$ cat src/hdl/flag_irq_timer_pins_map.svh
`ifndef FLAG_IRQ_TIMER_PINS_MAP_SVH
`define FLAG_IRQ_TIMER_PINS_MAP_SVH

// Register byte offsets on the AHB-Lite slave
`define FITP_OFS_FLAG_DIR   8'h00
`define FITP_OFS_FLAG_OUT   8'h04
`define FITP_OFS_FLAG_IN    8'h08
`define FITP_OFS_IRQ_EN     8'h0C
`define FITP_OFS_IRQ_MODE   8'h10
`define FITP_OFS_IRQ_PEND   8'h14
`define FITP_OFS_STRAP      8'h18

// Field positions in the strap register
`define FITP_STRAP_TIMER_BIT 0
`define FITP_STRAP_IRQ_BIT   1

// Reset values
`define FITP_RST_FLAG_DIR   4'h0
`define FITP_RST_FLAG_OUT   4'h0
`define FITP_RST_IRQ_EN_OFF 4'h0
`define FITP_RST_IRQ_EN_ON  4'hF
`define FITP_RST_IRQ_MODE   4'h0

// Timing counts in clk_sys cycles
`define FITP_TIMER_PULSE_CYCLES 3'd4
`define FITP_SYNC_FILL_CYCLES   2'd2

`endif

$ cat src/hdl/flag_irq_timer_pins_pkg.sv
package flag_irq_timer_pins_pkg;

    // Start-up sequencer, one-hot
    typedef enum logic [2:0] {
        ST_FILL   = 3'b001,  // Synchronisers filling after reset release
        ST_SAMPLE = 3'b010,  // Straps captured this cycle
        ST_RUN    = 3'b100   // Normal operation
    } startup_t;

    // Pulse counter type for the timer-expired output
    typedef logic [2:0] pulse_count_t;

endpackage : flag_irq_timer_pins_pkg

$ cat src/hdl/flag_irq_timer_pins.sv
`timescale 1ns/100ps
`include "flag_irq_timer_pins_map.svh"

module flag_irq_timer_pins
    import flag_irq_timer_pins_pkg::*;
#(
    parameter int NUM_FLAGS = 4,    // Program flag pins
    parameter int NUM_IRQS  = 4     // Interrupt request inputs
) (
    input  wire logic                 clk_sys,
    input  wire logic                 reset_n,
    // AHB-Lite slave
    input  wire logic                 hsel,
    input  wire logic [7:0]           haddr,
    input  wire logic [1:0]           htrans,
    input  wire logic                 hwrite,
    input  wire logic [2:0]           hsize,
    input  wire logic [31:0]          hwdata,
    input  wire logic                 hready,
    output logic                      hreadyout,
    output logic                      hresp,
    output logic [31:0]               hrdata,
    // Program flag pins
    input  wire logic [NUM_FLAGS-1:0] flagIn,
    output logic      [NUM_FLAGS-1:0] flagOut,
    output logic      [NUM_FLAGS-1:0] flagOe,
    output logic      [NUM_FLAGS-1:0] flagCondition,
    // Interrupt request pins, active low, and core side
    input  wire logic [NUM_IRQS-1:0]  irqPin_n,
    input  wire logic                 irqBootStrap,
    input  wire logic [NUM_IRQS-1:0]  irqAck,
    output logic      [NUM_IRQS-1:0]  irqToCore,
    // Timer-expired pin and timer side
    input  wire logic                 timerZeroExpired,
    input  wire logic                 timerExpiredIn,
    output logic                      timerExpiredOut,
    output logic                      timerExpiredOe,
    output logic                      timerStrap
);

    ////////////////////////////////////////////////////////////////////////
    // Declarations
    localparam int SYNC_W = NUM_FLAGS + NUM_IRQS + 2;

    logic [SYNC_W-1:0]    sync1_q;          // First stage, read by stage two only
    logic [SYNC_W-1:0]    sync2_q;          // Second stage, safe to use
    logic [NUM_FLAGS-1:0] flagSync;
    logic [NUM_IRQS-1:0]  irqSync;
    logic                 timerPinSync;
    logic                 bootStrapSync;

    startup_t             state_q;          // Start-up sequencer
    startup_t             state_d;
    logic [1:0]           fillCnt_q;        // Synchroniser fill counter
    logic [1:0]           fillCnt_d;
    logic                 timerStrap_q;     // Latched timer pin strap
    logic                 timerStrap_d;
    logic                 bootStrap_q;      // Latched boot strap
    logic                 bootStrap_d;

    logic [NUM_FLAGS-1:0] flagDir_q;        // 1 drives the pin
    logic [NUM_FLAGS-1:0] flagDir_d;
    logic [NUM_FLAGS-1:0] flagOut_q;        // Driven levels
    logic [NUM_FLAGS-1:0] flagOut_d;
    logic [NUM_FLAGS-1:0] flagCond_q;       // Condition levels to sequencer
    logic [NUM_IRQS-1:0]  irqEn_q;          // Input enables
    logic [NUM_IRQS-1:0]  irqEn_d;
    logic [NUM_IRQS-1:0]  irqMode_q;        // 1 edge, 0 level
    logic [NUM_IRQS-1:0]  irqMode_d;
    logic [NUM_IRQS-1:0]  irqReq;           // Requests from detectors
    logic [NUM_IRQS-1:0]  ackAll;           // Core or software acknowledge

    pulse_count_t         pulseCnt_q;       // Remaining pulse cycles
    pulse_count_t         pulseCnt_d;

    logic                 dataPhase_q;      // Pending bus data phase
    logic                 dataPhase_d;
    logic                 writePhase_q;     // Pending phase is a write
    logic                 writePhase_d;
    logic [7:0]           addrPhase_q;      // Captured address
    logic [7:0]           addrPhase_d;
    logic [31:0]          rdata_q;
    logic [31:0]          rdata_d;
    logic                 addrValid;
    logic                 wrStrobe;

    ////////////////////////////////////////////////////////////////////////
    // Pin synchronisers, two stages for every asynchronous pin
    always_ff @(posedge clk_sys or negedge reset_n) begin
        if (!reset_n) begin
            // Idle levels: request lines high, flags and straps low,
            // so no false request edge follows reset
            sync1_q <= {2'b00, {NUM_IRQS{1'b1}}, {NUM_FLAGS{1'b0}}};
            sync2_q <= {2'b00, {NUM_IRQS{1'b1}}, {NUM_FLAGS{1'b0}}};
        end else begin
            sync1_q <= {irqBootStrap, timerExpiredIn, irqPin_n, flagIn};
            sync2_q <= sync1_q;
        end
    end

    assign flagSync      = sync2_q[NUM_FLAGS-1:0];
    assign irqSync       = sync2_q[NUM_FLAGS +: NUM_IRQS];
    assign timerPinSync  = sync2_q[NUM_FLAGS+NUM_IRQS];
    assign bootStrapSync = sync2_q[NUM_FLAGS+NUM_IRQS+1];

    ////////////////////////////////////////////////////////////////////////
    // Start-up sequencer: wait for synchronisers, then catch straps
    always_comb begin
        state_d      = state_q;
        fillCnt_d    = fillCnt_q;
        timerStrap_d = timerStrap_q;
        bootStrap_d  = bootStrap_q;
        case (state_q)
            ST_FILL: begin
                // Pin levels need two edges to reach stage two
                fillCnt_d = fillCnt_q + 2'd1;
                if (fillCnt_d == `FITP_SYNC_FILL_CYCLES) begin
                    state_d = ST_SAMPLE;
                end
            end
            ST_SAMPLE: begin
                timerStrap_d = timerPinSync;
                bootStrap_d  = bootStrapSync;
                state_d      = ST_RUN;
            end
            ST_RUN: begin
                state_d = ST_RUN;
            end
            default: begin
                state_d = ST_FILL;
            end
        endcase
    end

    always_ff @(posedge clk_sys or negedge reset_n) begin
        if (!reset_n) begin
            state_q      <= ST_FILL;
            fillCnt_q    <= 2'd0;
            timerStrap_q <= 1'b0;
            bootStrap_q  <= 1'b0;
        end else begin
            state_q      <= state_d;
            fillCnt_q    <= fillCnt_d;
            timerStrap_q <= timerStrap_d;
            bootStrap_q  <= bootStrap_d;
        end
    end

    ////////////////////////////////////////////////////////////////////////
    // AHB-Lite slave, zero wait states, always OKAY
    assign addrValid = hsel & hready & htrans[1];
    assign wrStrobe  = dataPhase_q & writePhase_q;

    always_comb begin
        dataPhase_d  = addrValid;
        writePhase_d = addrValid & hwrite;
        addrPhase_d  = addrValid ? haddr : addrPhase_q;
        rdata_d      = 32'h0000_0000;
        // Read data is prepared at the address phase; unmapped reads zero
        if (addrValid && !hwrite) begin
            case (haddr)
                `FITP_OFS_FLAG_DIR:  rdata_d[NUM_FLAGS-1:0] = flagDir_q;
                `FITP_OFS_FLAG_OUT:  rdata_d[NUM_FLAGS-1:0] = flagOut_q;
                `FITP_OFS_FLAG_IN:   rdata_d[NUM_FLAGS-1:0] = flagSync;
                `FITP_OFS_IRQ_EN:    rdata_d[NUM_IRQS-1:0]  = irqEn_q;
                `FITP_OFS_IRQ_MODE:  rdata_d[NUM_IRQS-1:0]  = irqMode_q;
                `FITP_OFS_IRQ_PEND:  rdata_d[NUM_IRQS-1:0]  = irqReq;
                `FITP_OFS_STRAP: begin
                    rdata_d[`FITP_STRAP_TIMER_BIT] = timerStrap_q;
                    rdata_d[`FITP_STRAP_IRQ_BIT]   = bootStrap_q;
                end
                default: rdata_d = 32'h0000_0000;
            endcase
        end
    end

    always_ff @(posedge clk_sys or negedge reset_n) begin
        if (!reset_n) begin
            dataPhase_q  <= 1'b0;
            writePhase_q <= 1'b0;
            addrPhase_q  <= 8'h00;
            rdata_q      <= 32'h0000_0000;
        end else begin
            dataPhase_q  <= dataPhase_d;
            writePhase_q <= writePhase_d;
            addrPhase_q  <= addrPhase_d;
            rdata_q      <= rdata_d;
        end
    end

    assign hreadyout = 1'b1;
    assign hresp     = 1'b0;
    assign hrdata    = rdata_q;

    ////////////////////////////////////////////////////////////////////////
    // Control registers: flag direction and level, request enable and mode
    always_comb begin
        flagDir_d = flagDir_q;
        flagOut_d = flagOut_q;
        irqEn_d   = irqEn_q;
        irqMode_d = irqMode_q;
        if (wrStrobe) begin
            case (addrPhase_q)
                `FITP_OFS_FLAG_DIR:  flagDir_d = hwdata[NUM_FLAGS-1:0];
                `FITP_OFS_FLAG_OUT:  flagOut_d = hwdata[NUM_FLAGS-1:0];
                `FITP_OFS_IRQ_EN:    irqEn_d   = hwdata[NUM_IRQS-1:0];
                `FITP_OFS_IRQ_MODE:  irqMode_d = hwdata[NUM_IRQS-1:0];
                default: ;
            endcase
        end
        // Strap capture overrides a colliding bus write, once only
        if (state_q == ST_SAMPLE) begin
            irqEn_d = bootStrapSync ? `FITP_RST_IRQ_EN_ON
                                    : `FITP_RST_IRQ_EN_OFF;
        end
    end

    always_ff @(posedge clk_sys or negedge reset_n) begin
        if (!reset_n) begin
            flagDir_q  <= `FITP_RST_FLAG_DIR;
            flagOut_q  <= `FITP_RST_FLAG_OUT;
            flagCond_q <= '0;
            irqEn_q    <= `FITP_RST_IRQ_EN_OFF;
            irqMode_q  <= `FITP_RST_IRQ_MODE;
        end else begin
            flagDir_q  <= flagDir_d;
            flagOut_q  <= flagOut_d;
            flagCond_q <= flagSync;
            irqEn_q    <= irqEn_d;
            irqMode_q  <= irqMode_d;
        end
    end

    // Output pins read back through the pad, so conditions see real levels
    assign flagOe        = flagDir_q;
    assign flagOut       = flagOut_q;
    assign flagCondition = flagCond_q;

    ////////////////////////////////////////////////////////////////////////
    // Request detectors, one per input
    // Software acknowledge: write one to the pending register
    assign ackAll = irqAck |
        ({NUM_IRQS{wrStrobe && addrPhase_q == `FITP_OFS_IRQ_PEND}}
         & hwdata[NUM_IRQS-1:0]);

    for (genvar i = 0; i < NUM_IRQS; i++) begin : g_irq
        irq_request_detect u_detect (
            .clk_sys  (clk_sys),
            .reset_n  (reset_n),
            .pinLevel (irqSync[i]),
            .enable   (irqEn_q[i]),
            .edgeMode (irqMode_q[i]),
            .ack      (ackAll[i]),
            .request  (irqReq[i])
        );
    end

    assign irqToCore = irqReq;

    ////////////////////////////////////////////////////////////////////////
    // Timer-expired pulse; expiry during a pulse is ignored so the
    // pulse length stays exact, at the cost of losing that expiry
    always_comb begin
        pulseCnt_d = pulseCnt_q;
        if (pulseCnt_q != 3'd0) begin
            pulseCnt_d = pulseCnt_q - 3'd1;
        end else if (timerZeroExpired && state_q == ST_RUN) begin
            pulseCnt_d = `FITP_TIMER_PULSE_CYCLES;
        end
    end

    always_ff @(posedge clk_sys or negedge reset_n) begin
        if (!reset_n) begin
            pulseCnt_q <= 3'd0;
        end else begin
            pulseCnt_q <= pulseCnt_d;
        end
    end

    // Pin stays undriven until straps have been captured
    assign timerExpiredOe  = (state_q == ST_RUN);
    assign timerExpiredOut = (pulseCnt_q != 3'd0);
    assign timerStrap      = timerStrap_q;

endmodule : flag_irq_timer_pins

$ cat src/hdl/irq_request_detect.sv
`timescale 1ns/100ps
`include "flag_irq_timer_pins_map.svh"

module irq_request_detect
    import flag_irq_timer_pins_pkg::*;
(
    input  wire logic clk_sys,
    input  wire logic reset_n,
    input  wire logic pinLevel,     // Synchronised pin, active low
    input  wire logic enable,       // Input enabled
    input  wire logic edgeMode,     // 1 edge, 0 level
    input  wire logic ack,          // Core or software acknowledge pulse
    output logic      request       // Request to core, registered
);

    logic prevLevel_q;              // Last pin level
    logic prevLevel_d;
    logic pending_q;                // Latched edge request
    logic pending_d;
    logic request_q;
    logic request_d;
    logic fallEdge;

    ////////////////////////////////////////////////////////////////////////
    // Next-state logic
    always_comb begin
        fallEdge    = prevLevel_q & ~pinLevel;
        prevLevel_d = pinLevel;
        pending_d   = pending_q;
        // Clear first so a same-cycle edge wins over the acknowledge
        if (ack || !edgeMode || !enable) begin
            pending_d = 1'b0;
        end
        if (edgeMode && enable && fallEdge) begin
            pending_d = 1'b1;
        end
        if (edgeMode) begin
            request_d = pending_d;
        end else begin
            request_d = enable & ~pinLevel;
        end
    end

    // Registers only; idle line is high thanks to the pull-up
    always_ff @(posedge clk_sys or negedge reset_n) begin
        if (!reset_n) begin
            prevLevel_q <= 1'b1;
            pending_q   <= 1'b0;
            request_q   <= 1'b0;
        end else begin
            prevLevel_q <= prevLevel_d;
            pending_q   <= pending_d;
            request_q   <= request_d;
        end
    end

    assign request = request_q;

endmodule : irq_request_detect

$ cat config.mk
export PLATFORM = sky130hd
export DESIGN_NAME = flag_irq_timer_pins
export DESIGN_NICKNAME = d
export VERILOG_FILES = /design/src/hdl/flag_irq_timer_pins_pkg.sv /design/src/hdl/flag_irq_timer_pins.sv /design/src/hdl/irq_request_detect.sv
export VERILOG_INCLUDE_DIRS = /design/src /design/src/hdl
export SDC_FILE = /design/constraint.sdc
export NUM_CORES = 1
export LEC_CHECK = 0
export BUFFER_PORTS_ARGS = -buffer_cell sky130_fd_sc_hd__buf_2
export CAP_MARGIN = 20
export CELL_PAD_IN_SITES_DETAIL_PLACEMENT = 1
export CELL_PAD_IN_SITES_GLOBAL_PLACEMENT = 1
export CORE_MARGIN = 2
export CORE_UTILIZATION = 38
export DETAILED_ROUTE_END_ITERATION = 16
export PLACE_DENSITY_LB_ADDON = 0.08
export SLEW_MARGIN = 20
export SYNTH_ARGS = -nofsm -noshare
export SYNTH_HDL_FRONTEND = slang
export SYNTH_SLANG_ARGS = --single-unit
$ cat constraint.sdc
create_clock -name clk_sys -period 2.1 [get_ports clk_sys]
set_input_delay 0 -clock clk_sys [delete_from_list [all_inputs] [get_ports clk_sys]]
set_output_delay 0 -clock clk_sys [all_outputs]
set_load 0.05 [all_outputs]
==> out/qor.yml <==
clk_latency_ps: 340
synth_to_layout_area_growth_pct: 22.7
flip_flop_and_latch_count_after_synthesis: 76
static-leakage-power_nw: 1.91
ctsRootBufferMaster: "clkbuf_8"
max_cap_viol_count: 0
report.final.slew_viol_count: 0
synth_cell_types: 36
die_area_um2: 9240
antenna_found_initial: 0
tot_gr_track_use_pct: 15.6
worst_r2r_endpoint: "irqMode_q[2]"
gp_congestion: 0.718
design.final.nets: 391
antenna_violating_nets_post_route: 0
endpoint_kind: "register"
relSlewSlack_pct: 59.5
fin_worst_skew_ps: 4.79
postSynthCellCount: 242
ys.warnings.count: 0
antenna_cells: 0
synth_enable_flop_cells: 0
gr-total-overflow: 0
die_x_um: 96.1
postSynthAreaPerCell_um2: 13.3
grt_max_degree: 47
postPlaceCellArea_um2: 3510
worstHoldEndpoint: "dataPhase_q"
placement_rows: 33
most-common-layout-cells: "dfrtp_1, buf_2, conb_1"
die_h_um: 96.1
drt-initial-drc-count: 26
r2r.worst_path.cells: 3
path_class: "register to register"
drc: 0
final-setup-viol-count: 0
detailroute.via_count: 2029
clock_tree.htree_level_count: 3
utilization_pct: 48.1
hp-start: "hready"
setup.worst_path.start_class: "register"
core_area_um2: 8220
numPortBuffers: 55
ir_drop_mv: 0.474
design.portCount: 118
grt_pass1_wl_um: 10600
clk_pin_slew_ps: 80
drt-pass1-iter-count: 4
data_required_time_at_the_worst_endpoint_ps: 2330
crit_path_max_fanout: 4
yosysSeqAreaShare_pct: 59.5
rsz_0062_raised_after_global_routing: "false"
r2r-start: "addrPhase_q[1]"
async_reset_ff_share_pct: 100
power_density_nw_per_um2: 872
cp_data_arrival_time_ps: 2020
route.detailed.vias_per_inst: 4.69
clock.fmax_mhz: 557
fin_crit_sh_pct: 85.5
synth_flop_cell: "dfrtp_1"
initial_cell_density_of_the_core_pct: 39.3
routed_wirelength_um: 6640
totalNegativeSetupSlack_ps: 0
cts_buffers: 9
holdCritPathClass: "primary input to register"
final_common_cell: "dfrtp_1"
synthesis.area_um2: 3230
final-hold-violation-count: 0
fin_hold_ws_ps: 101
share_of_cells_above_drive_strength_1_pct: 39.0
worst-slew-pin-transition_ps: 608
avgRoutedWirePerCell_um: 15.3
run_status: "complete, no violations"
tritoncts: "built"
power_w: 0.00345
reg2reg_slack_ps: 310
place_hpwl_um: 4550
post-route-min-period_ps: 1790
grt_pass1_vias: 2105
timing.hold.worst_path_depth: 4
final_cell_area_um2: 3960
clock-sinks: 76
cts.path.max_buffers: 2
[power breakdown]
part / total, W / internal [W] / switching (W)
registers: 0.00167 / 0.00158 / 0.0000859
logic: 0.000541 / 0.000180 / 0.000361
clock network: 0.00124 / 0.000726 / 0.000517
[worst max-delay path by stage]
| stage | from | endpoint | slack (ps) | cells after the start |
|---|---|---|---|---|
| 6_report | addrPhase_q[1] | irqMode_q[2] | 310 | 3 |
| 5_1_grt | addrPhase_q[1] | irqMode_q[1] | 170 | 3 |
| 4_1_cts | addrPhase_q[1] | irqMode_q[1] | 270 | 3 |
| 3_5_place_dp | addrPhase_q[1] | irqMode_q[3] | 280 | 3 |
| 3_3_place_gp | addrPhase_q[1] | irqMode_q[0] | 300 | 3 |
| 2_1_floorplan | state_q[1] | pulseCnt_q[1] | 200 | 4 |
[worst max-delay path, cell delays in order (launching register included)]
cell,delay (ps)
dfrtp_1,410
nor4_1,410
nor4b_4,470
mux2_2,390
[cells in the mapped netlist (4+ instances only)]
master    count  area [um2]
inv_1         9        33.8
nand2b_1      5        31.3
o21ai_0       8        40.0
a31o_2        5        43.8
dfrtp_1      63        1580
mux2_2       23         259
nand2_1       8        30.0
mux2i_1      11         110
a21oi_1      11        55.1
buf_4        34         255
dfstp_2      13         342
a41o_2        4        45.0
nor2_1       10        37.5
nand4b_1      5        43.8
[stage by stage]
step | setup slack [ps] | instances
after CTS | 267 | 433
after global routing | 167 | 433
after floorplan | 203 | 270
final | 306 | 433
after detailed placement | 283 | 396
after global placement | 300 | 396
[flip-flops by register name, summed over array words and instances, names as in the netlist, 2 cells and up]
name,count
fillCnt_q,2
state_q,3
g_irq.u_detect.pending_q,4
flagOut,4
hrdata,4
flagCondition,4
irqMode_q,4
g_irq.u_detect.prevLevel_q,4
sync2_q,10
g_irq.u_detect.request,4
flagOe,4
irqEn_q,4
pulseCnt_q,3
addrPhase_q,8
sync1_q,10
[cells by family after synthesis]
family	share of synthesized area, %
mux	13.5
simple gates	9.93
fa+ha+maj	0.776
xor+xnor	0.272
flops	59.5
other cells	0.233
compound gates	6.44
buf+inv	9.35
[what timing repair did]
| action | 4_1_cts | 5_1_grt |
|---|---|---|
| hold buffers | 22 | 0 |
| setup buffers | 0 | 0 |
| hold endpoints to repair | 68 | 0 |
| resized for setup | 0 | 0 |
[cell type report]
cell class                 instances  area (um2)
fill                             889        4260
sequential                        76        1920
multi-input combinational        148        1120
timing repair buffer              80         533
clock buffer                      11         151
tap                              105         131
clock inverter                     4        72.6
inverter                           9        33.8
[layer usage]
layer	up-vias	share of wire (%)	routed length [um]	global-route usage, %
met4	0	1.3	89	5.00
met3	10	5.1	341	4.31
met1	1013	45	2960	19.7
met2	60	49	3250	25.9
met5	-	0	0	0
li1	946	-	-	-
(Power assumes the default switching activity.)
